===== config.mk =====
export PLATFORM = sky130hd
export DESIGN_NAME = tmr16_core
export DESIGN_NICKNAME = d
export VERILOG_FILES = /design/src/common/tmr16_pkg.sv /design/src/tmr16_core.sv
export VERILOG_INCLUDE_DIRS = /design/src /design/src/common
export SDC_FILE = /design/constraint.sdc
export NUM_CORES = 1
export LEC_CHECK = 0
export BUFFER_PORTS_ARGS = -buffer_cell sky130_fd_sc_hd__buf_2
export CORE_ASPECT_RATIO = 0.5
export CORE_MARGIN = 3
export CORE_UTILIZATION = 45
export DETAILED_ROUTE_END_ITERATION = 6
export HOLD_SLACK_MARGIN = 0.02
export MAX_ROUTING_LAYER = met4
export SLEW_MARGIN = 10
export SYNTH_ARGS = -nofsm -noshare
export SYNTH_HDL_FRONTEND = slang
export SYNTH_SLANG_ARGS = --single-unit

===== constraint.sdc =====
create_clock -name CLK -period 13.95 [get_ports CLK]
set_input_delay 2.79 -clock CLK [delete_from_list [all_inputs] [get_ports CLK]]
set_output_delay 2.79 -clock CLK [all_outputs]
set_load 0.005 [all_outputs]

===== src/common/tmr16_params.svh =====
`ifndef TMR16_PARAMS_SVH
`define TMR16_PARAMS_SVH

// i/o location indices on the 8-bit cpu port
`define TMR16_ADDR_W        4
`define TMR16_ADR_CTRL_A    4'h0
`define TMR16_ADR_CTRL_B    4'h1
`define TMR16_ADR_CMP_CTL   4'h2
`define TMR16_ADR_IRQ_MASK  4'h3
`define TMR16_ADR_IRQ_FLAG  4'h4
`define TMR16_ADR_CNT_L     4'h5
`define TMR16_ADR_CNT_H     4'h6
`define TMR16_ADR_CAP_L     4'h7
`define TMR16_ADR_CAP_H     4'h8
`define TMR16_ADR_CMPA_L    4'h9
`define TMR16_ADR_CMPA_H    4'hA
`define TMR16_ADR_CMPB_L    4'hB
`define TMR16_ADR_CMPB_H    4'hC

// timer_control_a fields
`define TMR16_CA_WGM_LO     1:0
`define TMR16_CA_ACTION     7:4
// timer_control_b fields
`define TMR16_CB_FILTER     7
`define TMR16_CB_EDGE       6
`define TMR16_CB_WGM_HI     4:3
`define TMR16_CB_CS         2:0
// comparator_control_status field
`define TMR16_CC_CAPSEL     0
// flag and mask bit positions
`define TMR16_F_OVF         0
`define TMR16_F_CMPA        1
`define TMR16_F_CMPB        2
`define TMR16_F_CAP         3

// reset values
`define TMR16_RST_BYTE      8'h00
`define TMR16_RST_WORD      16'h0000
`define TMR16_RST_FLAGS     4'h0

// clock source codes
`define TMR16_CS_STOP       3'h0
`define TMR16_CS_SYS        3'h1
`define TMR16_CS_EXT_FALL   3'h6
`define TMR16_CS_EXT_RISE   3'h7

// fixed top values
`define TMR16_TOP_8BIT      16'h00FF
`define TMR16_TOP_9BIT      16'h01FF
`define TMR16_TOP_10BIT     16'h03FF
`define TMR16_TOP_MAX       16'hFFFF

// noise filter sample count
`define TMR16_FILTER_LEN    4

`endif


===== src/common/tmr16_pkg.sv =====
`include "tmr16_params.svh"
`default_nettype none

package tmr16_pkg;

    // one cpu i/o access; wr and rd are one-cycle strobes
    typedef struct packed {
        logic [`TMR16_ADDR_W-1:0] addr;
        logic [7:0]               wdata;
        logic                     wr;
        logic                     rd;
    } tmr16_io_req_t;

    // indications toward the waveform generator
    typedef struct packed {
        logic [1:0] match;
        logic       at_top;
        logic       at_bottom;
    } tmr16_wave_t;

endpackage

`default_nettype wire


===== src/tmr16_core.sv =====
// What this block does
// - sixteen-bit counter counts up, down or clears; flags top and bottom
// - reading count low byte loads latch with upper byte; high read gives latch
// - count high write fills latch; low write loads all sixteen bits
// - clock source zero stops ticks; cpu access to count still works
// - cpu write to count beats clear and count in same cycle
// - each tick clears, increments or decrements per four-bit mode select
// - overflow flag set where mode defines, can request interrupt
// - matching edge on chosen capture source copies count into capture register
// - capture flag set with copy; requests irq; cleared by ack or one
// - capture low read loads latch with capture high; high read gives latch
// - capture register writable only in modes using it as top
// - select bit swaps capture source pin for comparator output
// - capture pin and comparator share one filter and capture edge logic
// - enabled filter changes output after four equal system-clock samples
// - capture edge logic off only in capture-top modes; filter always runs
// - pin level drives capture, so port writes can trigger it
// - each new capture overwrites capture register unread or not
// - sixteen-bit compare every cycle; match sets compare flag next tick
// - compare flag requests irq when enabled; cleared by ack or one
// - compare channel a serves as top in modes that select it
// - pwm modes buffer compare writes, moved at top; others write direct
// - compare reads skip latch; low write moves both bytes at once
// - pin edge reaches counter four to five system clocks later
// - clear-on-match clears at compare a in mode 4, capture in 12
`timescale 1ns/1ps
`include "tmr16_params.svh"
`default_nettype none

module tmr16_core #(
    parameter int FILTER_LEN = `TMR16_FILTER_LEN
) (
    input  wire logic                    CLK,        // system clock
    input  wire logic                    RST_N,      // sync reset, low
    input  wire tmr16_pkg::tmr16_io_req_t IO_REQ,    // cpu i/o access
    output logic [7:0]                   IO_RDATA,   // read data, next cycle
    input  wire logic [3:0]              TAP_TICK,   // prescaler tap pulses
    input  wire logic                    COUNT_PIN,  // external count pin
    input  wire logic                    CAPTURE_PIN, // capture input pin
    input  wire logic                    COMPARATOR_OUT, // comparator level
    input  wire logic [3:0]              IRQ_ACK,    // interrupt executed
    output logic [3:0]                   IRQ,        // interrupt requests
    output tmr16_pkg::tmr16_wave_t       WAVE,       // match, top, bottom
    output logic [3:0]                   ACTION      // compare_output_action
);

    generate
        if (FILTER_LEN < 2 || FILTER_LEN > 16)
        begin : g_bad_len
            $error("FILTER_LEN out of range");
        end
    endgenerate

    logic [7:0]  ctrl_a;
    logic [7:0]  ctrl_b;
    logic        cap_sel;
    logic [3:0]  irq_mask;
    logic [3:0]  flags;
    logic [7:0]  latch;
    logic [15:0] timer_count;
    logic [15:0] capture_reg;
    logic        dir_down;
    logic [15:0] cmp_reg [2];
    logic [15:0] cmp_buf [2];
    logic [1:0]  match;

    // cpu access decode
    wire [`TMR16_ADDR_W-1:0] adr = IO_REQ.addr;
    wire [7:0] wdata = IO_REQ.wdata;
    wire wr = IO_REQ.wr;
    wire rd = IO_REQ.rd;
    wire wr_ctrl_a = wr && adr == `TMR16_ADR_CTRL_A;
    wire wr_ctrl_b = wr && adr == `TMR16_ADR_CTRL_B;
    wire wr_cmpctl = wr && adr == `TMR16_ADR_CMP_CTL;
    wire wr_mask   = wr && adr == `TMR16_ADR_IRQ_MASK;
    wire wr_flags  = wr && adr == `TMR16_ADR_IRQ_FLAG;
    wire wr_cnt_l  = wr && adr == `TMR16_ADR_CNT_L;
    wire wr_cap_l  = wr && adr == `TMR16_ADR_CAP_L;
    wire rd_cnt_l  = rd && adr == `TMR16_ADR_CNT_L;
    wire rd_cap_l  = rd && adr == `TMR16_ADR_CAP_L;
    wire wr_high   = wr && (adr == `TMR16_ADR_CNT_H
                         || adr == `TMR16_ADR_CAP_H
                         || adr == `TMR16_ADR_CMPA_H
                         || adr == `TMR16_ADR_CMPB_H);
    wire [1:0] wr_cmp_l = {wr && adr == `TMR16_ADR_CMPB_L,
                           wr && adr == `TMR16_ADR_CMPA_L};
    wire [15:0] wr_word = {latch, wdata};

    // mode decode
    wire [3:0] wgm = {ctrl_b[`TMR16_CB_WGM_HI], ctrl_a[`TMR16_CA_WGM_LO]};
    wire [2:0] cs = ctrl_b[`TMR16_CB_CS];
    wire filter_on = ctrl_b[`TMR16_CB_FILTER];
    wire edge_rise = ctrl_b[`TMR16_CB_EDGE];
    wire dual_slope = wgm == 4'h1 || wgm == 4'h2 || wgm == 4'h3
                   || wgm == 4'h8 || wgm == 4'h9 || wgm == 4'hA
                   || wgm == 4'hB;
    wire pwm_mode = !(wgm == 4'h0 || wgm == 4'h4 || wgm == 4'hC
                   || wgm == 4'hD);
    wire icr_top = wgm == 4'h8 || wgm == 4'hA || wgm == 4'hC
                || wgm == 4'hE;

    function automatic logic [15:0] top_of(input logic [3:0]  m,
                                           input logic [15:0] cmpa,
                                           input logic [15:0] icr);
        case (m)
            4'h1, 4'h5:               top_of = `TMR16_TOP_8BIT;
            4'h2, 4'h6:               top_of = `TMR16_TOP_9BIT;
            4'h3, 4'h7:               top_of = `TMR16_TOP_10BIT;
            4'h4, 4'h9, 4'hB, 4'hF:   top_of = cmpa;
            4'h8, 4'hA, 4'hC, 4'hE:   top_of = icr;
            default:                  top_of = `TMR16_TOP_MAX;
        endcase
    endfunction

    wire [15:0] top_val = top_of(wgm, cmp_reg[0], capture_reg);
    wire at_top = timer_count == top_val;
    wire at_bottom = timer_count == `TMR16_RST_WORD;

    // three-stage pin synchronisers
    // shared sampling for all pins
    wire [2:0] pin_in = {COMPARATOR_OUT, CAPTURE_PIN, COUNT_PIN};
    logic [2:0] pin_lvl;
    genvar gi;
    generate
        for (gi = 0; gi < 3; gi++)
        begin : g_sync
            logic s1;
            logic s2;
            logic s3;
            always_ff @(posedge CLK)
            begin
                if (!RST_N)
                begin
                    s1 <= 1'b0;
                    s2 <= 1'b0;
                    s3 <= 1'b0;
                    pin_lvl[gi] <= 1'b0;
                end
                else
                begin
                    s1 <= pin_in[gi];
                    s2 <= s1;
                    s3 <= s2;
                    if (s2 == s3)
                        pin_lvl[gi] <= s3;
                end
            end
        end
    endgenerate

    // external count pin edge detector
    logic count_prev;
    wire ext_rise = pin_lvl[0] && !count_prev;
    wire ext_fall = !pin_lvl[0] && count_prev;

    logic tick;
    always_comb
    begin
        case (cs)
            `TMR16_CS_STOP:     tick = 1'b0;
            `TMR16_CS_SYS:      tick = 1'b1;
            `TMR16_CS_EXT_FALL: tick = ext_fall;
            `TMR16_CS_EXT_RISE: tick = ext_rise;
            default:            tick = TAP_TICK[2'(cs - 3'h2)];
        endcase
    end

    // capture source, filter and edge detector
    // comparator replaces pin
    wire cap_src = cap_sel ? pin_lvl[2] : pin_lvl[1];
    logic [FILTER_LEN-1:0] filt_sh;
    logic filt_out;
    logic cap_prev;
    wire filt_all1 = &filt_sh;
    wire filt_all0 = ~|filt_sh;
    // edge logic off when capture is top
    wire cap_edge = edge_rise ? (filt_out && !cap_prev)
                              : (!filt_out && cap_prev);
    wire cap_evt = cap_edge && !icr_top;

    wire next_filt = !filter_on ? cap_src
                   : filt_all1 ? 1'b1
                   : filt_all0 ? 1'b0
                   : filt_out;

    always_ff @(posedge CLK)
    begin
        if (!RST_N)
        begin
            count_prev <= 1'b0;
            filt_sh <= '0;
            filt_out <= 1'b0;
            cap_prev <= 1'b0;
        end
        else
        begin
            count_prev <= pin_lvl[0];
            filt_sh <= {filt_sh[FILTER_LEN-2:0], cap_src};
            filt_out <= next_filt;
            cap_prev <= filt_out;
        end
    end

    // counter next value
    // mode-driven step
    wire going_down = dual_slope && (at_top || (dir_down && !at_bottom));
    wire [15:0] stepped = going_down ? timer_count - 16'h0001
                                     : timer_count + 16'h0001;
    wire clear_now = !dual_slope && at_top;
    wire [15:0] next_count = wr_cnt_l ? wr_word
                           : !tick ? timer_count
                           : clear_now ? `TMR16_RST_WORD
                           : stepped;
    wire next_dir = !dual_slope ? 1'b0
                  : (tick && at_top) ? 1'b1
                  : (tick && at_bottom) ? 1'b0
                  : dir_down;

    always_ff @(posedge CLK)
    begin
        if (!RST_N)
        begin
            timer_count <= `TMR16_RST_WORD;
            dir_down <= 1'b0;
        end
        else
        begin
            timer_count <= next_count;
            dir_down <= next_dir;
        end
    end

    always_ff @(posedge CLK)
    begin
        if (!RST_N)
            capture_reg <= `TMR16_RST_WORD;
        else if (cap_evt)
            capture_reg <= timer_count;
        else if (wr_cap_l && icr_top)
            capture_reg <= wr_word;
    end

    // compare channels
    wire buf_load = pwm_mode && tick && at_top;
    generate
        for (gi = 0; gi < 2; gi++)
        begin : g_cmp
            assign match[gi] = timer_count == cmp_reg[gi];
            always_ff @(posedge CLK)
            begin
                if (!RST_N)
                begin
                    cmp_reg[gi] <= `TMR16_RST_WORD;
                    cmp_buf[gi] <= `TMR16_RST_WORD;
                end
                else
                begin
                    if (wr_cmp_l[gi])
                        cmp_buf[gi] <= wr_word;
                    if (wr_cmp_l[gi] && !pwm_mode)
                        cmp_reg[gi] <= wr_word;
                    else if (buf_load)
                        cmp_reg[gi] <= cmp_buf[gi];
                end
            end
        end
    endgenerate

    always_ff @(posedge CLK)
    begin
        if (!RST_N)
            latch <= `TMR16_RST_BYTE;
        else if (rd_cnt_l)
            latch <= timer_count[15:8];
        else if (rd_cap_l)
            latch <= capture_reg[15:8];
        else if (wr_high)
            latch <= wdata;
    end

    // event flags; set wins over clear
    // overflow point per mode
    wire ovf_set = tick && (dual_slope ? (at_bottom && dir_down) : at_top);
    wire [3:0] flag_set;
    assign flag_set[`TMR16_F_OVF]  = ovf_set;
    assign flag_set[`TMR16_F_CMPA] = tick && match[0];
    assign flag_set[`TMR16_F_CMPB] = tick && match[1];
    assign flag_set[`TMR16_F_CAP]  = cap_evt;
    wire [3:0] flag_clr = IRQ_ACK | (wr_flags ? wdata[3:0] : 4'h0);
    wire [3:0] next_flags = (flags & ~flag_clr) | flag_set;

    always_ff @(posedge CLK)
    begin
        if (!RST_N)
        begin
            ctrl_a <= `TMR16_RST_BYTE;
            ctrl_b <= `TMR16_RST_BYTE;
            cap_sel <= 1'b0;
            irq_mask <= `TMR16_RST_FLAGS;
            flags <= `TMR16_RST_FLAGS;
        end
        else
        begin
            if (wr_ctrl_a)
                ctrl_a <= wdata;
            if (wr_ctrl_b)
                ctrl_b <= wdata;
            if (wr_cmpctl)
                cap_sel <= wdata[`TMR16_CC_CAPSEL];
            if (wr_mask)
                irq_mask <= wdata[3:0];
            flags <= next_flags;
        end
    end

    // read mux; compare reads bypass the latch
    logic [7:0] rd_val;
    always_comb
    begin
        case (adr)
            `TMR16_ADR_CTRL_A:   rd_val = ctrl_a;
            `TMR16_ADR_CTRL_B:   rd_val = ctrl_b;
            `TMR16_ADR_CMP_CTL:  rd_val = {7'h00, cap_sel};
            `TMR16_ADR_IRQ_MASK: rd_val = {4'h0, irq_mask};
            `TMR16_ADR_IRQ_FLAG: rd_val = {4'h0, flags};
            `TMR16_ADR_CNT_L:    rd_val = timer_count[7:0];
            `TMR16_ADR_CNT_H:    rd_val = latch;
            `TMR16_ADR_CAP_L:    rd_val = capture_reg[7:0];
            `TMR16_ADR_CAP_H:    rd_val = latch;
            `TMR16_ADR_CMPA_L:   rd_val = cmp_buf[0][7:0];
            `TMR16_ADR_CMPA_H:   rd_val = cmp_buf[0][15:8];
            `TMR16_ADR_CMPB_L:   rd_val = cmp_buf[1][7:0];
            `TMR16_ADR_CMPB_H:   rd_val = cmp_buf[1][15:8];
            default:             rd_val = 8'h00;
        endcase
    end

    // registered outputs
    always_ff @(posedge CLK)
    begin
        if (!RST_N)
        begin
            IO_RDATA <= 8'h00;
            IRQ <= 4'h0;
            WAVE <= '0;
            ACTION <= 4'h0;
        end
        else
        begin
            IO_RDATA <= rd ? rd_val : 8'h00;
            IRQ <= flags & irq_mask;
            WAVE.match <= match;
            WAVE.at_top <= at_top;
            WAVE.at_bottom <= at_bottom;
            ACTION <= ctrl_a[`TMR16_CA_ACTION];
        end
    end

endmodule

`default_nettype wire


==> flow_summary_export.csv <==
group,metric,value,unit
clock_tree,path_clk_slew,60,ps
global_route,antenna_found_initial,1,
yosys,syn_nets,1041,
worst_setup_path,worstSetupEndpointType,"flop",
sta,worst_pin_slew,1170,ps
yosys,yosys_warnings,0,
clock_tree,clockRootBuffer,"clkbuf_16",
finish,area_growth,9.71,%
yosys,dominantRegCellSynth,"dfxtp_1",
global_route,first_global_vias,7509,
sta,max_slew_margin,0.209,
yosys,syn_avg_cell_area,9.19,sq um
power,power_leakage,3.93,nW
yosys,synth_top_area_share,0.229,
yosys,ys_ff_latch,169,
sta,finalSetupViolations,0,
worst_setup_path,cp_max_fo,27,
sta,drv_slew,0,
worst_setup_path,startpoint_type,"input port",
job,cap_violations,0,
finish,drive_gt1_frac,0.121,
sta,rsz0062_at_grt,"no",
global_route,grt-ovfl-total,0,
routing,drc,0,
finish,fin_nets,1033,
placed_design,dp_hpwl,22.1,mm
sta,skew,18.4,ps
placed_design,dp_slack,7600,ps
die,die_h,107,um
yosys,yosys-top-cells-area,"dfxtp_1 (23%), edfxtp_1 (21%), nand2_1 (4.1%)",
worst_setup_path,critPathTopFamily,"simple AND/OR/NAND/NOR gates",
sta,setup_slack,7990,ps
yosys,ys_seq_area_frac,0.439,
sta,setup-tns-final,0,ps
routing,vias_per_cell,6.33,
routing,post_drt_wl_per_cell,25.4,um
power,powerDensity,108,mW/mm^2
yosys,synthArstFlopShare,0,
global_route,grtUsageTotal,0.299,
status,run_status,"complete, no violations",
finish,antenna_cells,0,
sta,hold_viol_final,0,
clock_tree,clkLatencyLatePin,440,ps
die,rows,36,
worst_setup_path,cpMostUsedCell,"nor2_1",
clock_tree,hold_buffers,0,
clock_tree,postCtsSetupBuffers,0,
global_route,grt_pass1_wl,48.3,mm
clock_tree,clk_path_buf_depth,2,
routing,vias,8040,
die,die_area,0.0222,sq mm
die,ios,47,
finish,design_area,0.0101,sq mm
worst_setup_path,required,14020,ps
yosys,syn_area,0.00918,sq mm
power,peakVddDrop,96.4,uV
die,initial_utilization,0.465,
worst_setup_path,crit_arrival,6030,ps
clock_tree,ctsResizeCount,0,
worst_setup_path,cp_slowest_cell,"nor2_1",
placed_design,portBuffers,46,
sta,fin_crit_sh,0.427,
global_route,grt_max_degree,69,
placed_design,gp_congestion,0.985,
placed_design,post_dp_cell_area,0.00948,sq mm
routing,drt_iter0_drc,1376,
worst_setup_path,crit_chain,"buf_2 > clkinv_1 > nor2_1 > nand3_1 > nor2_1 > and2_1 > or3_1",
yosys,yosys.area.top_type,"dfxtp_1",
die,core-area,0.0197,sq mm
routing,firstDrtPassIters,5,
min_path,hold_path_class,"flop to flop",
sta,max_clock_freq,0.168,GHz
routing,drt-total-wl,32.2,mm
clock_tree,cts_sinks,169,
yosys,synth_edf_count,64,
yosys,synth_cell_types,86,
yosys,synthCells,999,
routing,ant_nets,0,
clock_tree,numCtsBuffers,17,
sta,min_period,5960,ps
worst_setup_path,slowest_delay,670,ps
die,die_w,208,um
clock_tree,h-tree-depth,4,
worst_setup_path,crit_buf_inv,2,
clock_tree,cts_tree,"done",
worst_setup_path,path_class,"input port to flop",
## report_power, final
part | leakage [nW] | switching (mW) | internal [mW]
logic | 2.15 | 0.0515 | 0.0230
registers | 1.50 | 0.0182 | 0.525
clock network | 0.281 | 0.205 | 0.265
total | 3.93 | 0.274 | 0.813
## synthesized netlist by cell type, drive strengths merged (22+ instances only)
| cell type | instances |
|---|---|
| edfxtp | 64 |
| a22o | 35 |
| xor2 | 28 |
| xnor2 | 27 |
| a21oi | 63 |
| o21ai | 31 |
| a22oi | 23 |
| nand2 | 101 |
| and2 | 38 |
| clkbuf | 62 |
| buf | 22 |
| and3 | 30 |
| a31oi | 25 |
| nand3 | 29 |
| nor2 | 75 |
| dfxtp | 105 |
| mux2i | 28 |
## placed cells by master, fill, tap and decap left out, drive strengths merged, types with 5 or more instances in the layout
cell,count
or3,6
nand2b,11
nor4,13
a221oi,11
mux2,8
edfxtp,64
inv,26
buf,57
o22ai,12
a32o,5
and2,38
dfxtp,105
nand2,101
xnor2,27
and3,30
nor2b,7
nor4b,5
nor2,75
xor2,28
nor3,11
o221ai,8
mux2i,28
nand3,29
a21oi,63
o21ai,31
a31oi,25
a22o,35
a22oi,23
ha,14
a21o,5
clkbuf,21
a211oi,9
## metal layers
metal	track usage	part of all wire
met5	-	0
met4	0.0865	0.023
met3	0.0731	0.11
met2	0.398	0.40
met1	0.446	0.47
## logic make-up after synthesis
kind of cell / count (synthesis) / synth area share
compound gates: 268 / 0.206
xor+xnor: 55 / 0.0525
fa+ha+maj: 15 / 0.0213
buf+inv: 106 / 0.0474
flops: 169 / 0.439
mux: 37 / 0.0428
simple gates: 349 / 0.191
## final timing paths
path | start | to | slack, ps | depth (start not counted)
min | g_sync[2].s1 | g_sync[2].s2 | 430 | 1
max reg2reg | ctrl_b[3] | timer_count[14] | 8280 | 19
max | IO_REQ[13] | cmp_reg[1][10] | 7990 | 7
min reg2reg | g_sync[2].s1 | g_sync[2].s2 | 430 | 1
## cell type report
type                    instances  area [sq um]
multi-input cells             724          4730
well taps                     266           333
fillers                      1826          9660
clock inverters                11           110
repair buffers                 57           313
inverters                      22          82.6
flip-flops and latches        169          4020
clock buffers                  21           473
## metrics by stage
stage	cells	power (mW)	util	hold WS (ps)
detailed placement	1238	0.625	0.481	423
global placement	1238	0.625	0.481	415
CTS	1270	1.09	0.510	439
finish	1270	1.09	0.510	434
global route	1270	1.12	0.510	456
floorplan	999	0.593	-	412
(Power assumes the default switching activity.)
